File: config.mk
export PLATFORM = sky130hd
export DESIGN_NAME = arc_ctrl
export DESIGN_NICKNAME = d
export VERILOG_FILES = /design/src/pkg/arc_pkg.sv /design/src/hw/arc_clk_div.sv /design/src/hw/arc_ctrl.sv
export SDC_FILE = /design/constraint.sdc
export NUM_CORES = 1
export LEC_CHECK = 0
export BUFFER_PORTS_ARGS = -buffer_cell sky130_fd_sc_hd__buf_2
export CORE_ASPECT_RATIO = 0.7
export CORE_MARGIN = 10
export CORE_UTILIZATION = 53
export DETAILED_ROUTE_END_ITERATION = 8
export PLACE_DENSITY = 0.86
export RECOVER_POWER = 100
export SYNTH_ARGS = -nofsm -noshare
export SYNTH_HDL_FRONTEND = slang
export SYNTH_SLANG_ARGS = --single-unit
File: constraint.sdc
create_clock -name pclk -period 4.6 [get_ports pclk]
set_input_delay 0.46 -clock pclk [delete_from_list [all_inputs] [get_ports pclk]]
set_output_delay 0.46 -clock pclk [all_outputs]
set_load 0.1 [all_outputs]
File: src/pkg/arc_pkg.sv
// Purpose: Shared constants and types for the converter register control block
// Assumes: APB byte addresses are four times the register index
// Notes: Timing figures are given in their own unit and turned into cycles here

package arc_pkg;

    // Register indices as printed, byte address is index times four
    localparam logic [7:0] ARC_CSR_IDX = 8'h70;
    localparam logic [7:0] ARC_DRH_IDX = 8'h71;
    localparam logic [7:0] ARC_DRL_IDX = 8'h72;
    localparam logic [7:0] ARC_IRQ_STAT_IDX = 8'h73;
    localparam logic [7:0] ARC_IRQ_MASK_IDX = 8'h74;
    localparam logic [7:0] ARC_AUX_IDX = 8'h75;
    localparam int ARC_ADDR_W = 12;

    // Reset values
    localparam logic [7:0] ARC_CSR_RST = 8'h00;
    localparam logic [9:0] ARC_RESULT_RST = 10'h000;

    // Interrupt status and mask layout
    localparam int ARC_IRQ_W = 2;
    localparam int ARC_IRQ_DONE_BIT = 0;
    localparam int ARC_IRQ_ABORT_BIT = 1;
    localparam logic [ARC_IRQ_W-1:0] ARC_IRQ_RST = 2'h0;

    // Converter clock divider terminal counts
    localparam logic [1:0] ARC_DIV_SLOW_TOP = 2'h3;
    localparam logic [1:0] ARC_DIV_FAST_TOP = 2'h1;

    // Converter clock periods per conversion, analog core abstraction
    localparam logic [3:0] ARC_CONV_TICKS = 4'hb;

    // Stabilization after halt wakeup, figure is a plain default
    localparam int ARC_CLK_NS = 50;
    localparam int ARC_STAB_NS = 10000;
    localparam int ARC_STAB_CYCLES = (ARC_STAB_NS + ARC_CLK_NS - 1) / ARC_CLK_NS;
    localparam int ARC_STAB_W = 8;

    // Control and status register fields
    typedef struct packed {
        logic eoc;
        logic speed;
        logic conv_on;
        logic rsvd;
        logic [3:0] channel_select;
    } arc_csr_s;

    // Byte address of a register index
    function automatic logic [ARC_ADDR_W-1:0] arc_addr(input logic [7:0] idx);
        arc_addr = {2'h0, idx, 2'h0};
    endfunction

endpackage

File: src/hw/arc_clk_div.sv
// Purpose: Converter clock enable from the CPU clock, divide by four or two
// Assumes: One clock domain, enable is a one-cycle pulse
// Notes: Counter restarts whenever run drops so a conversion starts aligned

`timescale 1ns/1ps
`default_nettype none

module arc_clk_div
    import arc_pkg::*;
(
    // Clock and reset
    input wire logic pclk,
    input wire logic presetn,
    // Control
    input wire logic run,
    input wire logic speed,
    // Converter clock enable
    output logic tick
);

    logic [1:0] div_reg;
    logic [1:0] top;

    // Speed bit picks the terminal count
    assign top = speed ? ARC_DIV_FAST_TOP : ARC_DIV_SLOW_TOP;
    assign tick = run && (div_reg == top);

    // Divider counter, held at zero while stopped
    always_ff @(posedge pclk or negedge presetn) begin
        if (!presetn) begin
            div_reg <= 2'h0;
        end else if (!run || tick) begin
            div_reg <= 2'h0;
        end else begin
            div_reg <= div_reg + 2'h1;
        end
    end
endmodule

`default_nettype wire

File: src/hw/arc_ctrl.sv
// Purpose: Register control of a ten-bit converter behind an APB slave
// Assumes: Analog core gives a ten-bit value sampled at conversion end
// Notes: One pclk domain, converter clock is an enable from the divider
//
// The implementer's own choice: the APB slave port.

`timescale 1ns/1ps
`default_nettype none

module arc_ctrl
    import arc_pkg::*;
(
    // Clock and reset
    input wire logic pclk,
    input wire logic presetn,
    // APB slave
    input wire logic psel,
    input wire logic penable,
    input wire logic pwrite,
    input wire logic [ARC_ADDR_W-1:0] paddr,
    input wire logic [31:0] pwdata,
    output logic [31:0] prdata,
    output logic pready,
    output logic pslverr,
    // Processor power state
    input wire logic cpu_halt,
    // Analog core
    input wire logic [9:0] analog_result,
    output logic analog_power,
    output logic [3:0] analog_channel,
    output logic analog_sample,
    // System
    output logic irq,
    output logic stabilized
);

    arc_csr_s csr_reg;
    arc_csr_s wcsr;
    logic [9:0] result_reg;
    logic [3:0] conv_cnt_reg;
    logic [ARC_IRQ_W-1:0] irq_stat_reg;
    logic [ARC_IRQ_W-1:0] irq_mask_reg;
    logic [ARC_IRQ_W-1:0] irq_clr_reg;
    logic [ARC_STAB_W-1:0] stab_cnt_reg;
    logic [31:0] prdata_reg;
    logic pslverr_reg;
    logic [31:0] rd_mux;
    logic rd_hit;
    logic setup_ph;
    logic access_ph;
    logic wr_csr;
    logic wr_mask;
    logic rd_drh;
    logic rd_stat;
    logic ch_change;
    logic restart;
    logic active;
    logic tick;
    logic done;
    logic abort_ev;

    // Register hit for one index
    function automatic logic arc_hit(input logic [ARC_ADDR_W-1:0] a, input logic [7:0] idx);
        arc_hit = (a == arc_addr(idx));
    endfunction

    // APB phases, slave never inserts wait states
    assign setup_ph = psel && !penable;
    assign access_ph = psel && penable;
    assign pready = 1'b1;
    assign prdata = prdata_reg;
    assign pslverr = pslverr_reg;
    assign wcsr = arc_csr_s'(pwdata[7:0]);

    assign wr_csr = access_ph && pwrite && arc_hit(paddr, ARC_CSR_IDX);
    assign wr_mask = access_ph && pwrite && arc_hit(paddr, ARC_IRQ_MASK_IDX);
    assign rd_drh = access_ph && !pwrite && arc_hit(paddr, ARC_DRH_IDX);
    assign rd_stat = access_ph && !pwrite && arc_hit(paddr, ARC_IRQ_STAT_IDX);

    // Read data mux, narrow registers sit in the low bits
    always_comb begin
        rd_mux = 32'h0;
        rd_hit = 1'b1;
        if (arc_hit(paddr, ARC_CSR_IDX)) begin
            rd_mux[7:0] = csr_reg;
        end else if (arc_hit(paddr, ARC_DRH_IDX)) begin
            rd_mux[7:0] = result_reg[9:2];
        end else if (arc_hit(paddr, ARC_DRL_IDX)) begin
            rd_mux[1:0] = result_reg[1:0];
        end else if (arc_hit(paddr, ARC_IRQ_STAT_IDX)) begin
            rd_mux[ARC_IRQ_W-1:0] = irq_stat_reg;
        end else if (arc_hit(paddr, ARC_IRQ_MASK_IDX)) begin
            rd_mux[ARC_IRQ_W-1:0] = irq_mask_reg;
        end else if (arc_hit(paddr, ARC_AUX_IDX)) begin
            rd_mux[0] = stabilized;
        end else begin
            rd_hit = 1'b0;
        end
    end

    // Capture read data in setup so the answer comes from a flop
    always_ff @(posedge pclk or negedge presetn) begin
        if (!presetn) begin
            prdata_reg <= 32'h0;
            pslverr_reg <= 1'b0;
            irq_clr_reg <= ARC_IRQ_RST;
        end else if (setup_ph) begin
            prdata_reg <= pwrite ? 32'h0 : rd_mux;
            pslverr_reg <= !rd_hit;
            irq_clr_reg <= irq_stat_reg;
        end
    end

    // Wait state is not an input at all, so it cannot touch the converter
    assign active = csr_reg.conv_on && !cpu_halt;
    assign analog_power = active;
    assign analog_channel = csr_reg.channel_select;

    // A new channel or a fresh turn-on aborts and restarts the sequence
    assign ch_change = wr_csr && (wcsr.channel_select != csr_reg.channel_select);
    // Turning off also counts, so no tick or end slips through the stopping write
    assign restart = ch_change || (wr_csr && (wcsr.conv_on != csr_reg.conv_on));
    assign abort_ev = ch_change && active;

    arc_clk_div u_div (
        .pclk(pclk),
        .presetn(presetn),
        .run(active && !restart),
        .speed(csr_reg.speed),
        .tick(tick)
    );

    // Conversion end after the set number of converter clocks
    assign done = active && !restart && tick && (conv_cnt_reg == ARC_CONV_TICKS - 4'h1);
    assign analog_sample = done;

    // Conversion progress counter, free running while on
    always_ff @(posedge pclk or negedge presetn) begin
        if (!presetn) begin
            conv_cnt_reg <= 4'h0;
        end else if (!active || restart) begin
            conv_cnt_reg <= 4'h0;
        end else if (done) begin
            conv_cnt_reg <= 4'h0;
        end else if (tick) begin
            conv_cnt_reg <= conv_cnt_reg + 4'h1;
        end
    end

    // Result is not latched against reads, every end overwrites it
    always_ff @(posedge pclk or negedge presetn) begin
        if (!presetn) begin
            result_reg <= ARC_RESULT_RST;
        end else if (done) begin
            result_reg <= analog_result;
        end
    end

    // Control fields written by software, reserved bit kept clear
    always_ff @(posedge pclk or negedge presetn) begin
        if (!presetn) begin
            csr_reg <= arc_csr_s'(ARC_CSR_RST);
        end else begin
            if (wr_csr) begin
                csr_reg.speed <= wcsr.speed;
                csr_reg.conv_on <= wcsr.conv_on;
                csr_reg.channel_select <= wcsr.channel_select;
            end
            csr_reg.rsvd <= 1'b0;
            // Completion beats a clear in the same cycle
            csr_reg.eoc <= done || (csr_reg.eoc && !wr_csr && !rd_drh);
        end
    end

    // Sticky events, read clears only what the read returned
    always_ff @(posedge pclk or negedge presetn) begin
        if (!presetn) begin
            irq_stat_reg <= ARC_IRQ_RST;
        end else begin
            irq_stat_reg[ARC_IRQ_DONE_BIT] <= done ||
                (irq_stat_reg[ARC_IRQ_DONE_BIT] && !(rd_stat && irq_clr_reg[ARC_IRQ_DONE_BIT]));
            irq_stat_reg[ARC_IRQ_ABORT_BIT] <= abort_ev ||
                (irq_stat_reg[ARC_IRQ_ABORT_BIT] && !(rd_stat && irq_clr_reg[ARC_IRQ_ABORT_BIT]));
        end
    end

    // Interrupt mask
    always_ff @(posedge pclk or negedge presetn) begin
        if (!presetn) begin
            irq_mask_reg <= ARC_IRQ_RST;
        end else if (wr_mask) begin
            irq_mask_reg <= pwdata[ARC_IRQ_W-1:0];
        end
    end

    assign irq = |(irq_stat_reg & irq_mask_reg);

    // Stabilization count, held full through halt so stabilized cannot blip at wakeup
    always_ff @(posedge pclk or negedge presetn) begin
        if (!presetn) begin
            stab_cnt_reg <= '0;
        end else if (cpu_halt) begin
            stab_cnt_reg <= ARC_STAB_W'(ARC_STAB_CYCLES);
        end else if (stab_cnt_reg != '0) begin
            stab_cnt_reg <= stab_cnt_reg - ARC_STAB_W'(1);
        end
    end

    assign stabilized = !cpu_halt && (stab_cnt_reg == '0);
endmodule

`default_nettype wire

---- Word level (Yosys, flattened, before mapping) ----
Index checks and enable logic that the tools add are counted.
cells by class
  reductions and logical operators ........ 45
  eq/ne operators ......................... 10
  add/sub/neg operators ................... 3
  mux-type cells .......................... 22
  bitwise logic cells ..................... 1
operator list
  cell                                                                 count
  12-bit by 9-bit == test with 1-bit output (second input constant)    6
  8-bit two-way mux                                                    4
  1-bit logical AND                                                    23
  4-bit two-way mux                                                    3
  1-bit logical NOT                                                    11
  2-bit two-way mux                                                    5
  1-bit two-way mux                                                    9
  8-bit logical NOT                                                    1
  8-bit nonzero test                                                   1
  8-bit by 1-bit subtractor with 8-bit output (second input constant)  1
  1-bit logical OR                                                     6
  6-bit two-way mux                                                    1
  4-bit by 1-bit adder with 4-bit output (second input constant)       1
  4-bit == test (second input constant)                                1
  4-bit != test                                                        1
  3-bit nonzero test                                                   1
  2-bit by 1-bit adder with 2-bit output (second input constant)       1
  2-bit bitwise AND                                                    1
  2-bit == test                                                        1
  2-bit nonzero test                                                   1
  2-bit OR reduction                                                   1
  1-bit != test                                                        1
word-level totals
  output and inout bits ................... 42
  bits in registers ....................... 70
  bits of input ports ..................... 60
  logic and storage cells ................. 94

---- Logic depth before layout (Yosys ltp) ----
  depth in word-level cells ............... 12
  mapped depth ............................ 8
  gate-level depth less buffers ........... 7

---- Cells and area by module ----
Synthesis repeated with hierarchy kept, for this count alone.
unflattened totals
  cells, all modules ...................... 247
  area, all modules ....................... 2568.7 um^2
by module, submodules not included
  module       area each (um^2)  cells an instance  times used
  arc_ctrl     2481.1            239                1
  arc_clk_div  87.6              8                  1

---- Worst setup path before layout ----
Ideal clock, no wire load.
  kind .................................... register to register
  start ................................... reg stab_cnt_reg[0]
  end ..................................... reg prdata_reg[0], in the netlist prdata[0]
  buffers on the path ..................... 0
  data arrival time ....................... 3.368 ns
  stages on the path, launching flop included .. 8
  data required time ...................... 4.523 ns
  setup slack ............................. 1.154 ns
  clock period less this slack ............ 3.446 ns
  path through ............................ dfrtp_1 -> inv_1 -> ha_1 -> or3b_1 -> nor4_2 -> mux2i_1 -> o311a_1 -> a21oi_1
between the ends
  longest elaborated chain between the ends .. 9
ends and longest elaborated chain
  item                    line             source
  from (decl)             arc_ctrl.sv:44   logic [ARC_STAB_W-1:0] stab_cnt_reg;
  from (signal assigned)  arc_ctrl.sv:203  stab_cnt_reg <= ARC_STAB_W'(ARC_STAB_CYCLES);
  from (signal assigned)  arc_ctrl.sv:205  stab_cnt_reg <= stab_cnt_reg - ARC_STAB_W'(1);
  8-bit logical NOT       arc_ctrl.sv:209  assign stabilized = !cpu_halt && (stab_cnt_reg == '0);
  1-bit logical AND       arc_ctrl.sv:209
  net stabilized          arc_ctrl.sv:34   output logic stabilized
  1-bit two-way mux       arc_ctrl.sv:94   end else if (arc_hit(paddr, ARC_AUX_IDX)) begin
  1-bit two-way mux       arc_ctrl.sv:92   end else if (arc_hit(paddr, ARC_IRQ_MASK_IDX)) begin
  2-bit two-way mux       arc_ctrl.sv:90   end else if (arc_hit(paddr, ARC_IRQ_STAT_IDX)) begin
  2-bit two-way mux       arc_ctrl.sv:88   end else if (arc_hit(paddr, ARC_DRL_IDX)) begin
  2-bit two-way mux       arc_ctrl.sv:86   end else if (arc_hit(paddr, ARC_DRH_IDX)) begin
  8-bit two-way mux       arc_ctrl.sv:84   if (arc_hit(paddr, ARC_CSR_IDX)) begin
  8-bit two-way mux       arc_ctrl.sv:108  prdata_reg <= pwrite ? 32'h0 : rd_mux;
  to (signal assigned)    arc_ctrl.sv:108
  to (decl)               arc_ctrl.sv:45   logic [31:0] prdata_reg;
The timed path passes the listed nets, and every way through them passes these cells.
A chain may end at the register's enable or synchronous reset.

---- Final worst setup path ----
  start ................................... reg stab_cnt_reg[0]
  end ..................................... out stabilized
between the ends
  longest elaborated chain between the ends .. 2
ends and longest elaborated chain
  item               line
  8-bit logical NOT  arc_ctrl.sv:209
  1-bit logical AND  arc_ctrl.sv:209
  to (decl)          arc_ctrl.sv:34
No other way between the ends.

==> results by group <==
Outcome
  • Status: finished, violations left
  • Failing checks: capacitance limit, slew limit

Synth
  • Area leader, netlist: dfrtp_1
  • Synth Area in Compound Gates: under 10%
  • Syn Inst Count: 249
  • Async SR Flop Fraction: between 90% and 100%
  • Largest family of logic cells by synthesized area: simple AND/OR/NAND/NOR gates
  • Number of synthesized flops with an enable pin: 0
  • Yosys reg bits: between 40 and 50
  • Post-Synth Adder-Cell Area: ~1.9%
  • Post-synth top area share: between 40% and 50%
  • Post-synthesis sequential area ratio: around 44%
  • Post-synth top flop: dfrtp_1
  • Netlist cell types: 49
  • Syn_area_per_cell: ~10 sq um
  • Xor and xnor area share after synthesis: around 3.4%
  • Post-synthesis mux area share: approximately 12%
  • YS warnings: 0
  • Synth area leaders: dfrtp_1 44%, buf_4 8.3%, mux2_4 4.0%, mux2_2 3.9%, nor2_1 3.0%
  • Simple-gate portion of the synthesized area: 19.2%
  • Post-synthesis instance area: ~2600 sq um

Timing
  • Final setup fails: 0
  • Min cycle time layout: approximately 3.2 ns
  • Max-slew headroom: -61.1%
  • Setup TNS: 0 ns
  • Fmax: 314 MHz
  • RSZ-0062 raised after global routing: false
  • Worst-Margin Slew: between 2 and 2.5 ns
  • Hold Vio Cnt, Final: 0
  • Final worst clock skew: around 0.005 ns
  • Max Slew Vio Count: 47
  • Ratio of final minimum period to clock period: 69.2%

Clocking
  • Hold-fix buffers, CTS: 0
  • Clock slew at reported path FFs: about 0.08 ns
  • Skew-Pair Late Insertion Delay: ~0.29 ns
  • Post-CTS resize count: 0
  • CTS buffer count: 5
  • Post-CTS Repair Setup Buffers: 0
  • CTS tree: yes
  • Longest Clk Path Bufs: 2
  • Clock sink count: 46
  • # H-tree levels: 2
  • CTS root buf: clkbuf_8

Pwr
  • Final total power: around 880 uW
  • Pleak: around 1.3 nW
  • Power density cells: 316 nW/um^2
  • Peak VDD IR: around 150 uV

Placement
  • Buffers on Ports: 50
  • DP HPWL: around 4600 um
  • Routability cong.: approximately 0.93

GRT
  • Grt total ovfl: 0
  • Initial antenna violation count: 0
  • Largest net degree at the start of global routing: 47
  • Vias in the first global route: a little under 2000
  • GRT Total Usage: roughly 14%
  • Global-route wire length before repair: around 9800 um

Routing
  • Remaining DRCs: 0
  • DR WL/cell: 16.0 um
  • First-pass DRT Iterations: 4
  • WL final: ~6000 um
  • Vias per cell: 5.14
  • DR vias: between 1500 and 2000
  • ANT nets after route: 0
  • Iteration-0 DRC Markers: approximately 130

Worst setup path
  • Critical Path Source Type: flip-flop
  • Crit-path max cell delay: between 0.9 and 1 ns
  • Critical Path RT: 4.14 ns
  • Critical path, cell by cell: inv_1 -> ha_1 -> or3b_1 -> nor4_1 -> clkbuf_1
  • Worst setup EP type: primary output
  • Worst Path Max Fanout: 3
  • Critical path class: reg -> out
  • Crit-path slowest cell: clkbuf_1
  • Critical path data arrival time: between 2 and 3 ns

Die
  • Die Height: between 70 and 80 um
  • IO Pins: approximately 100
  • Core area: 4780 sq um
  • Width of the die: between 100 and 150 um
  • Die area: ~8200 sq um
  • Num rows: 21
  • Initial Util: ~55%

Cells and area
  • Nets: around 360
  • Final core occ: ~58%
  • Area grow syn2layout: 6.95%
  • Most frequent cells in the layout: 46 x dfrtp_1, 31 x buf_2, 25 x conb_1
  • Commonest non-fill, non-tap cell in the layout: dfrtp_1
  • # diodes: 0
  • Share of layout cells above drive strength 1: 15.9%
  • Max reg flops: 10

Hold path
  • Hold WC Path Type: in -> reg

Run
  • Maximum Capacitance Violations: 1
[final cells by class]
| type | instances | area [sq um] |
|---|---|---|
| Fill cell | 432 | 1990 |
| Tap cell | 69 | 86.3 |
| Clock buffer | 7 | 76.3 |
| Timing Repair Buffer | 51 | 230 |
| Multi-Input combinational cell | 185 | 1200 |
| Inverter | 5 | 18.8 |
| Sequential cell | 46 | 1150 |
| Clock inverter | 1 | 30.0 |
[layer usage]
metal / track usage (%) / part of all wire [%] / vias up
li1: - / - / 908
met1: 18.7 / 46 / 902
met2: 23.0 / 47 / 53
met3: 3.79 / 5.8 / 7
met4: 4.02 / 1.3 / 0
met5: 0 / 0 / -
[cell usage after synthesis, types with 2 or more instances]
cell type / n
dfrtp_1: 46
buf_4: 29
nor2_1: 21
nand2_1: 15
a21oi_1: 10
mux2_2: 9
mux2_4: 7
nand3_1: 7
nor3_1: 7
xnor2_1: 6
a221o_1: 5
inv_1: 5
mux2_1: 5
nand2b_1: 5
nand4_1: 5
nor2b_1: 5
o21ai_0: 5
clkbuf_1: 4
ha_1: 4
mux2i_1: 4
or3_1: 4
xor2_1: 4
and2_0: 3
and2_1: 3
a21o_1: 2
a22o_1: 2
buf_6: 2
conb_1: 2
nor4_2: 2
o311a_1: 2
[through the flow]
stage / instances / hold slack, ns / area, sq um / setup WS, ns
after floorplan: 272 / 0.164 / 2700 / 1.15
after global placement: 356 / 0.458 / 2780 / 2.24
after detailed placement: 356 / 0.471 / 2780 / 2.23
after CTS: 364 / 0.371 / 2890 / 1.95
after global routing: 364 / 0.373 / 2790 / 1.31
final: 364 / 0.381 / 2790 / 1.42
[logic make-up (layout without fill, tap and decap cells)]
| family | count (synthesis) | count (layout) |
|---|---|---|
| DFF | 46 | 46 |
| AOI/OAI and AO/OA | 33 | 33 |
| xor gates and xnor gates | 10 | 10 |
| adders and majority gates | 4 | 4 |
| buffers and inverters | 41 | 64 |
| and+or+nand+nor | 88 | 88 |
| other | 2 | 25 |
| muxes | 25 | 25 |
[power breakdown]
| group | total [mW] | switching [mW] | internal [mW] |
|---|---|---|---|
| clock network | 0.291 | 0.128 | 0.163 |
| registers | 0.422 | 0.00929 | 0.413 |
| logic | 0.168 | 0.137 | 0.0302 |
| total | 0.881 | 0.275 | 0.605 |
[final timing paths]
kind / slack (ns) / startpoint / cells after the start / to
min in group asynchronous: 0.90 / presetn / 1 / stab_cnt_reg[7]
max in group asynchronous: 2.33 / presetn / 1 / result_reg[8]
worst min-delay path: 0.38 / analog_result[0] / 2 / result_reg[0]
worst max-delay path: 1.42 / stab_cnt_reg[0] / 5 / stabilized
worst min register to register: 0.49 / pslverr / 1 / pslverr
worst max register to register: 2.03 / analog_channel[0] / 6 / result_reg[1]
[critical path, delay by kind of cell, from the launching register on]
| kind | cells | cell delay [ns] |
|---|---|---|
| buffers and inverters | 2 | 1.01 |
| AND/OR/NAND/NOR | 2 | 0.84 |
| flip-flops | 1 | 0.41 |
| adder cells (fa/ha/maj) | 1 | 0.16 |
No activity file was read; power rests on OpenSTA's default activity.
